<file path="src/logic/mbx_pkg.sv">
// Purpose: Shared constants and types of the slave reply handler
// Assumes: 100 MHz clock, register numbers are 16-bit data addresses
// Notes:   Settings arrive as plain ports from the drive's parameter store
`default_nettype none
package mbx_pkg;
  // Monitor register data addresses
  localparam logic [15:0] REG_FAULT_IN   = 16'h2129;
  localparam logic [15:0] REG_FAULT_OUT  = 16'h212a;
  localparam logic [15:0] REG_FAULT_STAT = 16'h212b;
  localparam logic [15:0] REG_USER_DISP  = 16'h2201;
  localparam logic [15:0] REG_AIN_V1     = 16'h2203;
  localparam logic [15:0] REG_AIN_I      = 16'h2204;
  localparam logic [15:0] REG_AIN_V2     = 16'h2205;
  localparam logic [15:0] REG_IGBT_TEMP  = 16'h2206;
  localparam logic [15:0] REG_SINK_TEMP  = 16'h2207;
  localparam logic [15:0] REG_DIN        = 16'h2208;
  localparam logic [15:0] REG_DOUT       = 16'h2209;
  // Writable command words and their reserved bits
  localparam logic [15:0] REG_CMD        = 16'h2000;
  localparam logic [15:0] REG_FREQ       = 16'h2001;
  localparam logic [15:0] REG_CTRL       = 16'h2002;
  localparam logic [15:0] CMD_RSVD_MASK  = 16'h8000;
  localparam logic [15:0] CTRL_RSVD_MASK = 16'hfff8;
  // Function and exception codes
  localparam logic [7:0]  FUNC_READ      = 8'h03;
  localparam logic [7:0]  FUNC_WRITE     = 8'h06;
  localparam logic [7:0]  FUNC_EXC_BIT   = 8'h80;
  localparam logic [7:0]  EXC_NONE       = 8'h00;
  localparam logic [7:0]  EXC_FUNC       = 8'h01;
  localparam logic [7:0]  EXC_ADDR       = 8'h02;
  localparam logic [7:0]  EXC_VALUE      = 8'h03;
  localparam logic [7:0]  EXC_BUSY       = 8'h04;
  localparam logic [15:0] READ_COUNT_ONE = 16'h0001;
  localparam logic [7:0]  READ_BYTES     = 8'h02;
  // Framing characters and check values
  localparam logic [7:0]  CH_COLON       = 8'h3a;
  localparam logic [7:0]  CH_CR          = 8'h0d;
  localparam logic [7:0]  CH_LF          = 8'h0a;
  localparam logic [7:0]  CH_ZERO        = 8'h30;
  localparam logic [7:0]  CH_A_MINUS_10  = 8'h37;
  localparam logic [15:0] CRC_INIT       = 16'hffff;
  localparam logic [15:0] CRC_POLY       = 16'ha001;
  // Timing: one tick is 0.1 ms, timeout unit is 0.1 s
  localparam int          CLK_PERIOD_NS  = 10;
  localparam int          TICK_TIME_NS   = 100000;
  localparam int          TICK_CYCLES    = TICK_TIME_NS / CLK_PERIOD_NS;
  localparam int          TOUT_UNIT_NS   = 100000000;
  localparam int          TICKS_PER_TOUT = TOUT_UNIT_NS / TICK_TIME_NS;
  localparam logic [11:0] REPLY_DELAY_DFLT = 12'h014;
  localparam logic [11:0] REPLY_DELAY_MAX  = 12'h7d0;
  localparam logic [2:0]  TREAT_TOUT_MAX   = 3'h1;
  // Sizes and reset values
  localparam int          FRAME_MAX      = 6;
  localparam int          FIFO_DEPTH     = 8;
  localparam int          BYTE_W         = 8;
  localparam logic [15:0] SNAP_RST       = 16'h0000;

  typedef struct packed {
    logic [7:0]  station;
    logic [7:0]  func;
    logic [15:0] addr;
    logic [15:0] value;
  } mbx_req_type;

  typedef struct packed {
    logic [15:0] user_disp;
    logic [15:0] ain_v1;
    logic [15:0] ain_i;
    logic [15:0] ain_v2;
    logic [15:0] igbt_temp;
    logic [15:0] sink_temp;
    logic [15:0] din;
    logic [15:0] dout;
  } mbx_mon_type;

  typedef struct packed {
    logic [15:0] drive_status;
    logic [15:0] in_terms;
    logic [15:0] out_terms;
  } mbx_snap_type;

  typedef enum logic [3:0] {
    ST_IDLE  = 4'b0000,
    ST_START = 4'b0001,
    ST_HI    = 4'b0010,
    ST_LO    = 4'b0011,
    ST_CHK0  = 4'b0100,
    ST_CHK1  = 4'b0101,
    ST_CR    = 4'b0110,
    ST_LF    = 4'b0111,
    ST_DONE  = 4'b1000
  } mbx_state_type;
endpackage : mbx_pkg
`default_nettype wire

</file>
<file path="src/logic/mbx_fifo.sv">
// Purpose: Byte FIFO between the frame builder and the transmitter
// Assumes: Source and sink share one clock
// Notes:   Full and empty come from a pointer pair with an extra wrap bit
`timescale 1ns/1ns
`default_nettype none
module mbx_fifo #(
  parameter int WIDTH = 8,
  parameter int DEPTH = 8
) (
  // Clock and reset
  input  wire logic             clk,
  input  wire logic             rst_n,
  // Filling side
  input  wire logic             in_valid,
  output logic                  in_ready,
  input  wire logic [WIDTH-1:0] in_data,
  // Draining side
  output logic                  out_valid,
  input  wire logic             out_ready,
  output logic [WIDTH-1:0]      out_data
);
  localparam int AW = $clog2(DEPTH);

  logic [WIDTH-1:0] mem_r [DEPTH];
  logic [AW:0]      wr_ptr_r;
  logic [AW:0]      rd_ptr_r;

  // Full when pointers differ only in the wrap bit
  assign in_ready  = (wr_ptr_r ^ rd_ptr_r) != {1'b1, {AW{1'b0}}};
  assign out_valid = wr_ptr_r != rd_ptr_r;
  assign out_data  = mem_r[rd_ptr_r[AW-1:0]];

  // Storage write
  always_ff @(posedge clk) begin
    if (in_valid && in_ready) begin
      mem_r[wr_ptr_r[AW-1:0]] <= in_data;
    end
  end

  // Pointers
  always_ff @(posedge clk) begin
    if (!rst_n) begin
      wr_ptr_r <= '0;
      rd_ptr_r <= '0;
    end else begin
      if (in_valid && in_ready) wr_ptr_r <= wr_ptr_r + 1'b1;
      if (out_valid && out_ready) rd_ptr_r <= rd_ptr_r + 1'b1;
    end
  end
endmodule : mbx_fifo
`default_nettype wire

</file>
<file path="src/logic/mbx_check.sv">
// Purpose: Running CRC-16 and LRC over the raw reply bytes
// Assumes: One byte fed per enable, cleared before each frame
// Notes:   LRC is the two's complement of the byte sum
`timescale 1ns/1ns
`default_nettype none
module mbx_check (
  // Clock and reset
  input  wire logic        clk,
  input  wire logic        rst_n,
  // Byte feed
  input  wire logic        clr,
  input  wire logic        en,
  input  wire logic [7:0]  din,
  // Results
  output logic [15:0]      crc,
  output logic [7:0]       lrc
);
  logic [7:0] sum_r;
  logic [15:0] crc_nxt;

  // Reflected polynomial, one bit per step, low bit first
  always_comb begin
    crc_nxt = crc ^ {8'h00, din};
    for (int i = 0; i < 8; i++) begin
      crc_nxt = crc_nxt[0] ? ((crc_nxt >> 1) ^ mbx_pkg::CRC_POLY)
                           : (crc_nxt >> 1);
    end
  end

  // Accumulators
  always_ff @(posedge clk) begin
    if (!rst_n || clr) begin
      crc   <= mbx_pkg::CRC_INIT;
      sum_r <= 8'h00;
    end else if (en) begin
      crc   <= crc_nxt;
      sum_r <= sum_r + din;
    end
  end

  assign lrc = 8'h00 - sum_r;
endmodule : mbx_check
`default_nettype wire

</file>
<file path="src/logic/mbx_slave.sv">
// Purpose: Decide reply, silence or exception and stream the reply frame
// Assumes: Upstream receiver checks framing, parity, LRC or CRC itself
// Notes:   Reply bytes wait in a FIFO until the reply delay has run out
//
// Behaviour
// - Frame failing communication checks is dropped with no reply at all.
// - Exception reply echoes function code with top bit set, then code.
// - Every exception shows its code in decimal on the keypad display.
// - ASCII: colon, hex address, function, code, LRC, CR LF; RTU: CRC.
// - Unsupported function code gives exception 01.
// - Unimplemented data address gives exception 02.
// - Unacceptable data value gives exception 03.
// - Valid request the drive cannot perform now gives exception 04.
// - Reply waits a programmable delay, 2.0 ms by default.
// - Fault latches drive status word into snapshot at 212BH.
// - Fault latches input terminal states into snapshot at 2129H.
// - Fault latches output terminal states into snapshot at 212AH.
// - Three analog inputs read as percentages at 2203H to 2205H.
// - Heatsink temperature at 2207H valid only on large models.
// - Function 03 reads exactly one parameter per request.
`timescale 1ns/1ns
`default_nettype none
module mbx_slave #(
  parameter int TICK_CYCLES = mbx_pkg::TICK_CYCLES
) (
  // Clock and reset
  input  wire logic                 clk,
  input  wire logic                 rst_n,
  // Settings
  input  wire logic [7:0]           station_addr,
  input  wire logic                 ascii_mode,
  input  wire logic [7:0]           idle_timeout_period_setting,
  input  wire logic [2:0]           comm_fault_treatment_setting,
  input  wire logic [11:0]          reply_delay_setting,
  input  wire logic                 large_model,
  // Checked request from the receiver
  input  wire logic                 req_valid,
  input  wire logic                 req_ok,
  input  wire mbx_pkg::mbx_req_type req,
  input  wire logic                 rx_activity,
  output logic                      busy_r,
  // Drive core state
  input  wire logic                 drive_busy,
  input  wire logic                 fault_event,
  input  wire mbx_pkg::mbx_snap_type snap_live,
  input  wire mbx_pkg::mbx_mon_type mon,
  // Command write to the drive core
  output logic                      drv_wr_r,
  output logic [15:0]               drv_wr_addr_r,
  output logic [15:0]               drv_wr_data_r,
  // Reply byte stream
  output logic                      tx_valid_r,
  output logic [7:0]                tx_data_r,
  input  wire logic                 tx_ready,
  // Keypad indications
  input  wire logic                 exc_display_clear,
  output logic                      comm_exception_display_r,
  output logic [7:0]                comm_exception_code_r,
  output logic                      comm_timeout_display_r
);
  mbx_pkg::mbx_state_type state_r;
  mbx_pkg::mbx_snap_type  snap_r;
  logic [7:0]             frame_r [mbx_pkg::FRAME_MAX];
  logic [2:0]             last_r;
  logic [2:0]             idx_r;
  logic [24:0]            delay_cnt_r;
  logic [24:0]            delay_load;
  logic [11:0]            delay_set;
  logic [15:0]            pre_cnt_r;
  logic                   tick;
  logic [17:0]            idle_cnt_r;
  logic [17:0]            idle_limit;
  logic                   tout_en;
  logic                   load;
  logic [7:0]             exc_code;
  logic                   addr_ok;
  logic [15:0]            rd_data;
  logic [7:0]             cur;
  logic                   push_valid;
  logic                   push_ready;
  logic [7:0]             push_data;
  logic                   push_go;
  logic                   chk_en;
  logic [15:0]            crc;
  logic [7:0]             lrc;
  logic                   fifo_valid;
  logic                   fifo_ready;
  logic [7:0]             fifo_data;
  logic                   drain_ok;

  // Nibble to upper-case hex character
  function automatic logic [7:0] hex_ch(input logic [3:0] nib);
    hex_ch = (nib < 4'ha) ? (mbx_pkg::CH_ZERO + {4'h0, nib})
                          : (mbx_pkg::CH_A_MINUS_10 + {4'h0, nib});
  endfunction : hex_ch

  // Monitor read mux; unlisted addresses are not implemented
  always_comb begin
    addr_ok = 1'b1;
    rd_data = 16'h0000;
    case (req.addr)
      mbx_pkg::REG_FAULT_IN:   rd_data = snap_r.in_terms;
      mbx_pkg::REG_FAULT_OUT:  rd_data = snap_r.out_terms;
      mbx_pkg::REG_FAULT_STAT: rd_data = snap_r.drive_status;
      mbx_pkg::REG_USER_DISP:  rd_data = mon.user_disp;
      mbx_pkg::REG_AIN_V1:     rd_data = mon.ain_v1;
      mbx_pkg::REG_AIN_I:      rd_data = mon.ain_i;
      mbx_pkg::REG_AIN_V2:     rd_data = mon.ain_v2;
      mbx_pkg::REG_IGBT_TEMP:  rd_data = mon.igbt_temp;
      // Small models have no heatsink sensor, so zero is returned
      mbx_pkg::REG_SINK_TEMP:
        rd_data = large_model ? mon.sink_temp : 16'h0000;
      mbx_pkg::REG_DIN:        rd_data = mon.din;
      mbx_pkg::REG_DOUT:       rd_data = mon.dout;
      default:                 addr_ok = 1'b0;
    endcase
  end

  // Request judgement: first failing check names the exception
  always_comb begin
    exc_code = mbx_pkg::EXC_NONE;
    if (req.func == mbx_pkg::FUNC_READ) begin
      if (!addr_ok) begin
        exc_code = mbx_pkg::EXC_ADDR;
      end else if (req.value != mbx_pkg::READ_COUNT_ONE) begin
        exc_code = mbx_pkg::EXC_VALUE;
      end else if (drive_busy) begin
        exc_code = mbx_pkg::EXC_BUSY;
      end
    end else if (req.func == mbx_pkg::FUNC_WRITE) begin
      if (req.addr != mbx_pkg::REG_CMD && req.addr != mbx_pkg::REG_FREQ &&
          req.addr != mbx_pkg::REG_CTRL) begin
        exc_code = mbx_pkg::EXC_ADDR;
      end else if ((req.addr == mbx_pkg::REG_CMD &&
                    (req.value & mbx_pkg::CMD_RSVD_MASK) != 16'h0000) ||
                   (req.addr == mbx_pkg::REG_CTRL &&
                    (req.value & mbx_pkg::CTRL_RSVD_MASK) != 16'h0000)) begin
        exc_code = mbx_pkg::EXC_VALUE;
      end else if (drive_busy) begin
        exc_code = mbx_pkg::EXC_BUSY;
      end
    end else begin
      exc_code = mbx_pkg::EXC_FUNC;
    end
  end

  // Only checked frames for this station start a reply
  assign load = req_valid && !busy_r && req_ok &&
                req.station == station_addr;

  // Build the raw reply bytes at acceptance
  always_ff @(posedge clk) begin
    if (!rst_n) begin
      for (int i = 0; i < mbx_pkg::FRAME_MAX; i++) frame_r[i] <= 8'h00;
      last_r <= 3'h0;
    end else if (load) begin
      frame_r[0] <= station_addr;
      if (exc_code != mbx_pkg::EXC_NONE) begin
        frame_r[1] <= req.func | mbx_pkg::FUNC_EXC_BIT;
        frame_r[2] <= exc_code;
        last_r     <= 3'h2;
      end else if (req.func == mbx_pkg::FUNC_READ) begin
        frame_r[1] <= req.func;
        frame_r[2] <= mbx_pkg::READ_BYTES;
        frame_r[3] <= rd_data[15:8];
        frame_r[4] <= rd_data[7:0];
        last_r     <= 3'h4;
      end else begin
        frame_r[1] <= req.func;
        frame_r[2] <= req.addr[15:8];
        frame_r[3] <= req.addr[7:0];
        frame_r[4] <= req.value[15:8];
        frame_r[5] <= req.value[7:0];
        last_r     <= 3'h5;
      end
    end
  end

  // Accepted command write is handed to the drive core
  always_ff @(posedge clk) begin
    if (!rst_n) begin
      drv_wr_r      <= 1'b0;
      drv_wr_addr_r <= 16'h0000;
      drv_wr_data_r <= 16'h0000;
    end else begin
      drv_wr_r <= load && exc_code == mbx_pkg::EXC_NONE &&
                  req.func == mbx_pkg::FUNC_WRITE;
      if (load) begin
        drv_wr_addr_r <= req.addr;
        drv_wr_data_r <= req.value;
      end
    end
  end

  // Keypad exception display; codes below ten read the same in decimal
  always_ff @(posedge clk) begin
    if (!rst_n) begin
      comm_exception_display_r <= 1'b0;
      comm_exception_code_r    <= 8'h00;
    end else if (load && exc_code != mbx_pkg::EXC_NONE) begin
      comm_exception_display_r <= 1'b1;
      comm_exception_code_r    <= exc_code;
    end else if (exc_display_clear) begin
      comm_exception_display_r <= 1'b0;
    end
  end

  // Fault snapshots, read-only to the master
  always_ff @(posedge clk) begin
    if (!rst_n) begin
      snap_r <= {3{mbx_pkg::SNAP_RST}};
    end else if (fault_event) begin
      snap_r <= snap_live;
    end
  end

  // Frame emitter
  assign cur        = frame_r[idx_r];
  assign push_valid = state_r != mbx_pkg::ST_IDLE &&
                      state_r != mbx_pkg::ST_DONE;
  assign push_go    = push_valid && push_ready;
  assign chk_en     = push_go && (ascii_mode ? state_r == mbx_pkg::ST_LO
                                             : state_r == mbx_pkg::ST_HI);

  // Character for the current step
  always_comb begin
    case (state_r)
      mbx_pkg::ST_START: push_data = mbx_pkg::CH_COLON;
      mbx_pkg::ST_HI:    push_data = ascii_mode ? hex_ch(cur[7:4]) : cur;
      mbx_pkg::ST_LO:    push_data = hex_ch(cur[3:0]);
      mbx_pkg::ST_CHK0:  push_data = ascii_mode ? hex_ch(lrc[7:4])
                                                : crc[7:0];
      mbx_pkg::ST_CHK1:  push_data = ascii_mode ? hex_ch(lrc[3:0])
                                                : crc[15:8];
      mbx_pkg::ST_CR:    push_data = mbx_pkg::CH_CR;
      mbx_pkg::ST_LF:    push_data = mbx_pkg::CH_LF;
      default:           push_data = 8'h00;
    endcase
  end

  // Emitter state; a full FIFO stalls every step
  always_ff @(posedge clk) begin
    if (!rst_n) begin
      state_r <= mbx_pkg::ST_IDLE;
      idx_r   <= 3'h0;
      busy_r  <= 1'b0;
    end else begin
      case (state_r)
        mbx_pkg::ST_IDLE: begin
          idx_r <= 3'h0;
          if (load) begin
            busy_r  <= 1'b1;
            state_r <= ascii_mode ? mbx_pkg::ST_START : mbx_pkg::ST_HI;
          end
        end
        mbx_pkg::ST_START: begin
          if (push_go) state_r <= mbx_pkg::ST_HI;
        end
        mbx_pkg::ST_HI: begin
          if (push_go) begin
            if (ascii_mode) begin
              state_r <= mbx_pkg::ST_LO;
            end else begin
              idx_r   <= idx_r + 3'h1;
              if (idx_r == last_r) state_r <= mbx_pkg::ST_CHK0;
            end
          end
        end
        mbx_pkg::ST_LO: begin
          if (push_go) begin
            idx_r   <= idx_r + 3'h1;
            state_r <= (idx_r == last_r) ? mbx_pkg::ST_CHK0 : mbx_pkg::ST_HI;
          end
        end
        mbx_pkg::ST_CHK0: begin
          if (push_go) state_r <= mbx_pkg::ST_CHK1;
        end
        mbx_pkg::ST_CHK1: begin
          if (push_go) begin
            state_r <= ascii_mode ? mbx_pkg::ST_CR : mbx_pkg::ST_DONE;
          end
        end
        mbx_pkg::ST_CR: begin
          if (push_go) state_r <= mbx_pkg::ST_LF;
        end
        mbx_pkg::ST_LF: begin
          if (push_go) state_r <= mbx_pkg::ST_DONE;
        end
        mbx_pkg::ST_DONE: begin
          // Stay busy until the last byte has left the output stage
          if (!fifo_valid && !tx_valid_r) begin
            state_r <= mbx_pkg::ST_IDLE;
            busy_r  <= 1'b0;
          end
        end
        default: begin
          state_r <= mbx_pkg::ST_IDLE;
          busy_r  <= 1'b0;
        end
      endcase
    end
  end

  // Check value is rebuilt for every reply
  mbx_check u_check (
    .clk   (clk),
    .rst_n (rst_n),
    .clr   (load),
    .en    (chk_en),
    .din   (cur),
    .crc   (crc),
    .lrc   (lrc)
  );

  // Reply buffer; lets the builder run ahead during the delay
  mbx_fifo #(
    .WIDTH (mbx_pkg::BYTE_W),
    .DEPTH (mbx_pkg::FIFO_DEPTH)
  ) u_fifo (
    .clk       (clk),
    .rst_n     (rst_n),
    .in_valid  (push_valid),
    .in_ready  (push_ready),
    .in_data   (push_data),
    .out_valid (fifo_valid),
    .out_ready (fifo_ready),
    .out_data  (fifo_data)
  );

  // Out-of-range delay settings fall back to the default
  assign delay_set  = (reply_delay_setting > mbx_pkg::REPLY_DELAY_MAX)
                      ? mbx_pkg::REPLY_DELAY_DFLT : reply_delay_setting;
  assign delay_load = 25'(delay_set * TICK_CYCLES);

  // Reply delay counted in cycles from acceptance
  always_ff @(posedge clk) begin
    if (!rst_n) begin
      delay_cnt_r <= 25'h0;
    end else if (load) begin
      delay_cnt_r <= delay_load;
    end else if (delay_cnt_r != 25'h0) begin
      delay_cnt_r <= delay_cnt_r - 25'h1;
    end
  end

  assign drain_ok   = busy_r && delay_cnt_r == 25'h0;
  assign fifo_ready = drain_ok && (!tx_valid_r || tx_ready);

  // Output stage keeps every transmit port on a flop
  always_ff @(posedge clk) begin
    if (!rst_n) begin
      tx_valid_r <= 1'b0;
      tx_data_r  <= 8'h00;
    end else if (!tx_valid_r || tx_ready) begin
      tx_valid_r <= fifo_valid && drain_ok;
      if (fifo_valid && drain_ok) tx_data_r <= fifo_data;
    end
  end

  // Free-running 0.1 ms prescaler for the idle watch
  assign tick = pre_cnt_r == 16'(TICK_CYCLES - 1);
  always_ff @(posedge clk) begin
    if (!rst_n || tick) begin
      pre_cnt_r <= 16'h0000;
    end else begin
      pre_cnt_r <= pre_cnt_r + 16'h0001;
    end
  end

  // Idle watch; resolution is one tick, so it may end up to 0.1 ms early
  assign tout_en    = idle_timeout_period_setting != 8'h00 &&
                      comm_fault_treatment_setting <= mbx_pkg::TREAT_TOUT_MAX;
  assign idle_limit = 18'(idle_timeout_period_setting *
                          mbx_pkg::TICKS_PER_TOUT);
  always_ff @(posedge clk) begin
    if (!rst_n) begin
      idle_cnt_r             <= 18'h0;
      comm_timeout_display_r <= 1'b0;
    end else if (rx_activity || !tout_en) begin
      // New traffic clears the indication and restarts the watch
      idle_cnt_r             <= 18'h0;
      comm_timeout_display_r <= 1'b0;
    end else if (tick) begin
      if (idle_cnt_r >= idle_limit - 18'h1) begin
        comm_timeout_display_r <= 1'b1;
      end else begin
        idle_cnt_r <= idle_cnt_r + 18'h1;
      end
    end
  end
endmodule : mbx_slave
`default_nettype wire

</file>
<file path="config.mk">
export PLATFORM = sky130hd
export DESIGN_NAME = mbx_slave
export DESIGN_NICKNAME = d
export VERILOG_FILES = /design/src/logic/mbx_pkg.sv /design/src/logic/mbx_fifo.sv /design/src/logic/mbx_check.sv /design/src/logic/mbx_slave.sv
export SDC_FILE = /design/constraint.sdc
export NUM_CORES = 1
export LEC_CHECK = 0
export ABC_AREA = 0
export BUFFER_PORTS_ARGS = -buffer_cell sky130_fd_sc_hd__buf_4
export CAP_MARGIN = 20
export CORE_MARGIN = 3
export CORE_UTILIZATION = 36
export DETAILED_ROUTE_END_ITERATION = 8
export HOLD_SLACK_MARGIN = 0.08
export PLACE_DENSITY = 0.52
export SYNTH_ARGS = -nofsm -noshare
export SYNTH_HDL_FRONTEND = slang
export SYNTH_HIERARCHICAL = 1
export SYNTH_SLANG_ARGS = --single-unit
</file>
<file path="constraint.sdc">
create_clock -name clk -period 23.5 [get_ports clk]
set_clock_uncertainty 0.15 [all_clocks]
set_input_delay 5.875 -clock clk [delete_from_list [all_inputs] [get_ports clk]]
set_output_delay 5.875 -clock clk [all_outputs]
set_load 0.01 [all_outputs]
</file>
Yosys cells after proc, flatten, opt, wreduce, memory -nomap -nowiden

Memory sizes are Yosys's and may differ from the RTL's. A register that Yosys moved wholly into a read port is not among the register bits.
Cells that the tools add are included.

Register bits: 194
Memory bits (writable): 112
Output and inout port bits: 53
Word-level logic and storage cells: 260
Memories: 2

Memories:

| memory       | words | bits a word | rd ports | clocked after memory_dff | wr ports | line            | RTL |
|---|---|---|---|---|---|---|---|
| u_fifo.mem_r | 8     | 8           | 1        | 1                        | 1        | mbx_fifo.sv:24  | `logic [WIDTH-1:0] mem_r [DEPTH];` |
| frame_r      | 6     | 8           | 1        | 1                        | 6        | mbx_slave.sv:63 | `logic [7:0] frame_r [mbx_pkg::FRAME_MAX];` |

Add/subtract/negate cells: 17
$mul: 2
Order comparisons: 7
Equality and inequality tests: 44
Multiplexer cells: 90
Bitwise operators: 25
Reduce and logical (&&, ||, !) cells: 51

Operator list:

| operator                 | count |
|---|---|
| $eq A16 B14 Y1 const B   | 14 |
| $pmux W16 S11            | 1 |
| $mux W16                 | 9 |
| $mux W8                  | 17 |
| $add A6 B4 Y7 const A    | 8 |
| $pmux W8 S7              | 1 |
| $mux W25                 | 2 |
| $mux W4                  | 12 |
| $ne A16 B14 Y1 const B   | 3 |
| $mux W3                  | 12 |
| $pmux W4 S9              | 1 |
| $mux W7                  | 4 |
| $mux W1                  | 27 |
| $logic_not A25 Y1        | 1 |
| $reduce_bool A25 Y1      | 1 |
| $sub A25 B1 Y25 const B  | 1 |
| $not A2 Y3               | 8 |
| $mul A12 B10 Y21 const B | 1 |
| $ne A2 B2 Y1 const B     | 10 |
| $logic_and A1 B1 Y1      | 19 |
| $add A18 B1 Y18 const B  | 1 |
| $ge A18 B18 Y1           | 1 |
| $sub A18 B1 Y18 const B  | 1 |
| $add A16 B1 Y16 const B  | 1 |
| other kinds (44)         | 80 |

Depth between registers and ports, before layout

Gate-level depths: netlist of the first run.

Depth after elaboration: 17
Gate-level depth with buffers: 23
Mapped depth without buffers: 22

Modules after synthesis

The synthesis of the first run kept the hierarchy.

By module, submodules not included:

| module    | instances | cells an instance | area an instance (um^2) | seq. area each (um^2) |
|---|---|---|---|---|
| mbx_slave | 1         | 1689              | 15005.6                 | 4804.6 |
| mbx_fifo  | 1         | 177               | 3256.9                  | 2142.1 |
| mbx_check | 1         | 169               | 1452.6                  | 480.5 |

Least setup slack after synthesis of the first run

OpenSTA, ideal clock, no wires.

Path kind: input to register
Start: input port idle_timeout_period_setting[1]
End: register idle_cnt_r[12]
Library setup time: 72 ps
Data arrival time: 11666 ps
Required time: 23278 ps
Path slack: 11612 ps
Stages: 22
Buffers on the path: 1
Path through: fa_1 -> inv_1 -> fa_1 -> fa_1 -> fa_1 -> inv_1 -> ha_1 -> and2_1 -> o21a_1 -> o41a_1 -> nor3_1 -> nor2_1 -> nor4_1 -> xnor2_1 -> ha_1 -> a211o_1 -> or3_1 -> a211oi_2 -> o2111ai_1 -> clkbuf_1 -> or3_1 -> a21oi_1

Longest elaborated chain between the ends: 5

Ends and longest elaborated chain:

| element                                                                | line                               | RTL |
|---|---|---|
| start: declaration                                                     | mbx_slave.sv:32                    | `input wire logic [7:0] idle_timeout_period_setting,` |
| $mul A8 B7 Y15 or $reduce_bool A8 Y1 (tied branches)                   | mbx_slave.sv:373, mbx_slave.sv:371 |  |
| $sub A18 B1 Y18 or $logic_and A1 B1 Y1 (tied branches)                 | mbx_slave.sv:384, mbx_slave.sv:371 |  |
| $ge A18 B18 Y1 or $logic_not A1 Y1 (tied branches)                     | mbx_slave.sv:384, mbx_slave.sv:379 |  |
| $not A1 Y1 (no source line) or $logic_or A1 B1 Y1 (tied branches)      | -                                  |  |
| $reduce_and A2 Y1 (no source line) or $reduce_or A2 Y1 (tied branches) | -                                  |  |
| end signal: assignment                                                 | mbx_slave.sv:387                   | `idle_cnt_r <= idle_cnt_r + 18'h1;` |
| end: declaration                                                       | mbx_slave.sv:71                    | `logic [17:0] idle_cnt_r;` |

Parallel ways exist; a longest one is shown, timed or not.
A chain may end at the register's enable or synchronous reset.

Final worst setup path of the first run

Start: input port idle_timeout_period_setting[1]
End: register idle_cnt_r[16]

Same word-level chain as after synthesis.

==> flow_summary.json, run 1 <==
{
  "hold_violations": 0,
  "path_delay_family": "adder cells",
  "cp-end-kind": "flop",
  "cts_tree": "built",
  "grt.total_usage_pct": 19.9,
  "coreArea_sq_um": 54000,
  "netlist_area_sq_um": 19700,
  "drive_gt1_share_pct": 19.8,
  "synthArstFlopShare_pct": 0,
  "dr.first_iter.drc_count": 1109,
  "start_util_pct": 36.5,
  "vias": 16100,
  "pwr-share-seq_pct": 34.7,
  "clockPowerShare_pct": 32.0,
  "wl_per_cell_microns": 19.2,
  "power_switching_uw": 593,
  "critical_path_required_ns": 23.79,
  "max_freq_ghz": 0.0813,
  "p_leak_uw": 0.0101,
  "synthCells": 2035,
  "cts_made_buffers": 38,
  "cp_slowest_stage_delay_ns": 0.57,
  "criticalPathCategory": "primary input to flop",
  "worstPathCellList": "buf_4, fa_1, inv_1, fa_1, fa_1, fa_1, inv_1, ha_1, and2_1, o21a_1, o41a_1, nor3_1, nor2_1, nor4_1, xnor2_1, ha_1, a211o_1, or3_1, a211oi_2, o2111ai_1, or4_1, a21oi_1",
  "drtAntennaViolNets": 0,
  "gp_congestion": 0.860,
  "cts_root_buf": "clkbuf_16",
  "dp_hpwl_microns": 44600,
  "row_count": 85,
  "fin_crit_sh_pct": 52.3,
  "combPwrFrac_pct": 33.2,
  "die_width_microns": 240,
  "slowest_stage": "or4_1",
  "synth_seq_cells": 315,
  "maxSlewViolCount": 0,
  "synth_edf_count": 112,
  "clkTransAtPathRegs_ns": 0.06,
  "nets": 2762,
  "port_buffers": 312,
  "dieArea_sq_um": 57600,
  "synth.most_common_cell": "dfxtp_1",
  "yosys_warnings": 6,
  "post_cts_buffers": 0,
  "synth_commonest_cells": "dfxtp_1 (203), nand2_1 (189), nor2_1 (172)",
  "crit_top_cell": "fa_1",
  "clock-sinks": 315,
  "rsz0062_at_grt": "false",
  "drc": 0,
  "netlist_top_cells_area": "dfxtp_1 (21%), edfxtp_1 (17%), ha_1 (8.4%), fa_1 (4.6%), mux2i_1 (4.5%)",
  "peakVddDrop_mv": 0.0554,
  "routed_wl_microns": 58600,
  "ios": 319,
  "via_per_inst": 5.27,
  "antenna_found_initial": 6,
  "area_growth_pct": 21.3,
  "cp_max_fo": 14,
  "fin_setup_tns_ns": 0,
  "start_kind": "primary input",
  "worst_pin_slew_ns": 1.18,
  "final_area_sq_um": 23900,
  "cts_buffer_depth": 3,
  "yosys.area.top_type": "dfxtp_1",
  "internal-power_uw": 1200,
  "grt_pass1_wl_microns": 89600,
  "grt_overflow": 0,
  "avgSynthCellArea_sq_um": 9.69,
  "r2r_slack_ns": 19.55,
  "outcome": "completed",
  "setup_viol": 0,
  "cts_resized": 0,
  "grt_pass1_vias": 15700,
  "postCtsHoldBufs": 0,
  "crit_buf_inv": 3,
  "cap_violations": 0,
  "ys_seq_area_share_pct": 37.7,
  "die_h_microns": 240,
  "p_per_area_nw_per_um2": 74.8,
  "grt_max_degree": 82,
  "placed_cell_area_sq_um": 22700,
  "ys_types": 95,
  "cp.arrival_ns": 12.59,
  "insertion_delay_ns": 0.55,
  "htree_levels": 2,
  "min_period_ns": 12.30,
  "drtPass1Iterations": 6,
  "relSlewSlack_pct": 21.1,
  "hold_path_class": "flop to flop",
  "synth_top_cell_area_share_pct": 20.6,
  "ys.flop_type": "dfxtp_1",
  "switching_share_pct": 33.1
}
[tightest hold or removal path: stages (launching register included)]
cell     delay, ns
dfxtp_1       0.31
nand2_1       0.05
a21oi_1       0.05
[registers in the layout (all words and copies together), names as in the netlist, named ones only]
name,count
comm_exception_code_r,3
tx_valid_r,1
comm_exception_display_r,1
u_check/sum_r,8
tx_data_r,8
drv_wr_r,1
u_check/crc,16
idx_r,3
delay_cnt_r,25
snap_r,48
u_fifo/wr_ptr_r,4
state_r,4
drv_wr_addr_r,16
last_r,3
busy_r,1
drv_wr_data_r,16
u_fifo/rd_ptr_r,4
comm_timeout_display_r,1
idle_cnt_r,18
pre_cnt_r,16
u_fifo/mem_r,64
frame_r,48
[area by class of cell]
type                    instances  area [sq um]
multi-input cells            1476         11300
clock buffers                  49          1050
fillers                      5232         30100
diodes                          5          12.5
well taps                     696           871
repair buffers                337          2540
inverters                     151           568
clock inverters                21           170
flip-flops and latches        315          7430
[per-stage QoR]
| stage | utilization (%) | total power, uW | setup WS (ns) | std cells | hold WS [ns] |
|---|---|---|---|---|---|
| 6_report | 44.3 | 1790 | 11.20 | 3050 | 0.301 |
| 5_1_grt | 44.3 | 1920 | 10.80 | 3049 | 0.321 |
| 4_1_cts | 44.2 | 1810 | 11.19 | 3043 | 0.303 |
| 3_5_place_dp | 41.9 | 1230 | 10.63 | 2973 | 0.294 |
| 3_3_place_gp | 41.9 | 1220 | 10.73 | 2972 | 0.276 |
| 2_1_floorplan | - | 1080 | 11.61 | 2046 | 0.263 |
[worst paths after layout]
path	startpoint	cells past startpoint	to
max	idle_timeout_period_setting[1]	22	idle_cnt_r[16]
min	drv_wr_data_r[3]	2	drv_wr_data_r[3]
max reg2reg	flop	10	u_check/crc[0]
min reg2reg	drv_wr_data_r[3]	2	drv_wr_data_r[3]
[kinds of logic after synthesis]
family                   synth area share (%)
AO/OA/AOI/OAI                            13.4
XOR/XNOR                                 6.24
adder cells (fa/ha/maj)                  12.9
buffers and inverters                    5.45
flip-flops                               37.7
multiplexers                             7.91
other                                  0.0381
AND/OR/NAND/NOR                          16.3
[routing by layer]
metal  global-route usage, %  vias up  part of all wire, %
met2                    31.0      408                   44
met5                       0        -                0.038
li1                        -     7859                    -
met4                    7.01        4                  2.9
met1                    28.1     7707                   47
met3                    3.41       99                  5.5
[power groups by stage]
stage / Clock (uW) / Combinational (uW) / Sequential, uW
after floorplan: 0 / 460 / 623
after global placement: 0 / 588 / 631
after detailed placement: 0 / 596 / 632
after CTS: 592 / 601 / 621
after global routing: 613 / 677 / 625
final: 573 / 595 / 621
[cells in the final DEF, fill, tap and decap left out, types with 10 or more instances in the layout]
| cell type | n |
|---|---|
| nor2b_1 | 10 |
| nor4_1 | 20 |
| xor2_1 | 57 |
| nand4_1 | 16 |
| a22o_1 | 19 |
| a221oi_1 | 12 |
| and2_1 | 13 |
| mux2i_1 | 89 |
| clkbuf_16 | 38 |
| xnor2_1 | 72 |
| nand2_1 | 189 |
| fa_1 | 45 |
| nand2b_1 | 27 |
| a21o_1 | 13 |
| and3_1 | 30 |
| ha_1 | 132 |
| a21oi_1 | 107 |
| dfxtp_1 | 203 |
| conb_1 | 13 |
| mux4_2 | 14 |
| inv_1 | 148 |
| nor2_1 | 172 |
| nor3_1 | 34 |
| a31oi_1 | 11 |
| buf_4 | 334 |
| o21ai_0 | 54 |
| edfxtp_1 | 112 |
| o21a_1 | 12 |
| mux4_1 | 10 |
| a222oi_1 | 17 |
| or3_1 | 27 |
| a211oi_1 | 17 |
| a22oi_1 | 33 |
| nand3_1 | 39 |
| o211ai_1 | 14 |
(Power assumes the default switching activity.)
==> run 2, diff against run 1 <==
Settings changed: ABC_AREA 0 to 1, PLACE_DENSITY 0.52 to 0.54.
Clock period 23.5 ns to 10.7 ns, I/O delays scaled along.
==> run 2 against run 1 <==
Effect of this change:
- synthesized area up 7.0%
- synthesized cell count up 40%
- via count up 22%
- critical path depth up 4
==> flow_summary.json, run 2 <==
{
  "yosys.area.top_type": "dfxtp_1",
  "ys_types": 62,
  "area_growth_pct": 20.0,
  "power.total_uw": 4510,
  "r2r_slack_ns": 6.85,
  "grt_pass1_wl_microns": 103000,
  "grt_overflow": 0,
  "hold_violations": 0,
  "critical_path_required_ns": 11.01,
  "synthSimpleGateAreaFrac_pct": 26.0,
  "synthXorXnorAreaFrac_pct": 3.65,
  "synth_fa_ha_area_share_pct": 12.1,
  "r2r-end": "u_fifo/mem_r[7][2]",
  "synthArstFlopShare_pct": 0,
  "clkTransAtPathRegs_ns": 0.06,
  "cp.arrival_ns": 8.67,
  "routed_wl_microns": 64900,
  "coreArea_sq_um": 57800,
  "post_cts_buffers": 0,
  "insertion_delay_ns": 0.55,
  "synth_top_cell_area_share_pct": 19.3,
  "cts_buffer_depth": 3,
  "relSlewSlack_pct": 29.8,
  "grt_max_degree": 63,
  "via_per_inst": 5.00,
  "diodes": 0,
  "place_ws_ns": 1.78,
  "criticalPathCategory": "primary input to flop",
  "port_buffers": 312,
  "worst_pin_slew_ns": 1.05,
  "rr_worst_depth": 12,
  "maxSlewViolCount": 0,
  "mostFrequentLayoutCells": "nand2_1 (507), inv_1 (412), nor2_1 (397), buf_4 (330), o21ai_0 (216)",
  "yosys-mux-area-fraction_pct": 0,
  "cts_resized": 0,
  "gp_congestion": 0.927,
  "start_util_pct": 36.5,
  "ios": 319,
  "cts_root_buf": "clkbuf_16",
  "grt_pass1_vias": 19500,
  "drtAntennaViolNets": 0,
  "p_leak_uw": 0.0119,
  "peakVddDrop_mv": 0.110,
  "drive_gt1_share_pct": 14.7,
  "largest_reg_flops": 64,
  "synth_seq_cells": 315,
  "min_to": "pre_cnt_r[0]",
  "yosys_warnings": 6,
  "synth_top_family_by_area": "simple AND/OR/NAND/NOR gates",
  "fin_setup_tns_ns": 0,
  "cp.depth": 26,
  "cp_slowest_stage_delay_ns": 0.59,
  "slowest_stage": "fa_1",
  "dieArea_sq_um": 61500,
  "avgSynthCellArea_sq_um": 7.39,
  "ys_seq_area_share_pct": 35.2,
  "netlist_area_sq_um": 21100,
  "dp_hpwl_microns": 51100,
  "synthCells": 2853,
  "rsz0062_at_grt": "false",
  "cp-end-kind": "flop",
  "nets": 3584,
  "clock-sinks": 315,
  "path_delay_family": "adder cells",
  "htree_levels": 2,
  "cts_made_buffers": 38,
  "cts_tree": "built",
  "worst_slack_ns": 2.34,
  "postCtsHoldBufs": 0,
  "drtPass1Iterations": 6,
  "antenna_found_initial": 1,
  "synth_compound_area_share_pct": 13.1,
  "vias": 19600,
  "crit_top_cell": "a21oi_1",
  "outcome": "completed",
  "synth_commonest_cells": "nand2_1 (507), inv_1 (413), nor2_1 (397)",
  "netlist_top_cells_area": "dfxtp_1 (19%), edfxtp_1 (16%), nand2_1 (9.0%), ha_1 (7.8%), inv_1 (7.3%)",
  "setup_viol": 0,
  "drc": 0,
  "die_width_microns": 248,
  "max_freq_ghz": 0.120,
  "start_kind": "primary input",
  "grt.total_usage_pct": 21.0,
  "die_h_microns": 248,
  "crit_buf_inv": 4,
  "hold_path_class": "flop to flop",
  "hold_start": "pre_cnt_r[0]",
  "min_period_ns": 8.36,
  "p_per_area_nw_per_um2": 178,
  "cap_violations": 0,
  "fill_cells": 5945,
  "ys.flop_type": "dfxtp_1",
  "synth_edf_count": 112,
  "wl_per_cell_microns": 16.5,
  "row_count": 88,
  "final_common_cell": "nand2_1",
  "synth.most_common_cell": "nand2_1",
  "fin_crit_sh_pct": 78.2,
  "hold_path_depth": 1,
  "cp_max_fo": 17,
  "dr.first_iter.drc_count": 1068,
  "hold_slack_ns": 0.297
}
[run 2: cell types whose count changed in the layout (fill, tap and decap cells not counted), moves of 29 or more]
cell / delta
and3_1: -29
a22oi_1: -32
xnor2_1: -39
mux2i_1: -89
a21oi_1: +56
nand3_1: +112
nand4_1: +39
nand2_1: +318
o21ai_0: +162
nor2_1: +225
inv_1: +264
[run 2: worst max-delay path by stage]
stage	startpoint	endpoint	slack, ns
after global placement	idle_timeout_period_setting[0]	idle_cnt_r[4]	1.84
after detailed placement	idle_timeout_period_setting[0]	idle_cnt_r[7]	1.78
after CTS	idle_timeout_period_setting[0]	idle_cnt_r[4]	2.36
final	idle_timeout_period_setting[0]	idle_cnt_r[7]	2.34
after floorplan	idle_timeout_period_setting[0]	idle_cnt_r[8]	2.87
after global routing	idle_timeout_period_setting[0]	idle_cnt_r[4]	1.82
[run 2: cell type report]
class / instances / area [sq um] / share of cell area [%]
Multi-Input combinational cell: 2023 / 11600 / 45.9
Sequential cell: 315 / 7430 / 29.3
Clock buffer: 52 / 1070 / 4.24
Inverter: 432 / 1620 / 6.40
Timing Repair Buffer: 331 / 2490 / 9.84
Clock inverter: 14 / 129 / 0.509
Tap cell: 765 / 957 / 3.78
[run 2: per-layer routing]
| metal | global-route usage (%) | up-vias | routed length, microns | part of all wire [%] |
|---|---|---|---|---|
| met5 | 0 | - | 13 | 0.020 |
| met4 | 6.64 | 2 | 1820 | 2.8 |
| met3 | 3.84 | 93 | 3760 | 5.8 |
| met2 | 36.9 | 528 | 31500 | 49 |
| met1 | 26.1 | 9135 | 27800 | 43 |
| li1 | - | 9890 | - | - |
[run 2: logic make-up after synthesis]
| group | after synthesis |
|---|---|
| adder cells (fa/ha/maj) | 177 |
| flip-flops | 315 |
| buffers and inverters | 526 |
| AO/OA/AOI/OAI | 497 |
| other | 2 |
| AND/OR/NAND/NOR | 1248 |
| XOR/XNOR | 88 |
[run 2: power breakdown]
part           total, uW  internal (uW)  switching, uW
clock               1260            750            510
combinational       1740            661           1080
sequential          1510           1410           94.1
total               4510           2830           1690
[run 2: metrics by stage]
step | util [%] | cells | area, sq um
6_report | 43.8 | 3932 | 25300
5_1_grt | 43.8 | 3932 | 25300
4_1_cts | 43.8 | 3931 | 25300
3_5_place_dp | 41.7 | 3865 | 24100
3_3_place_gp | 41.7 | 3865 | 24100
2_1_floorplan | - | 2864 | 21100
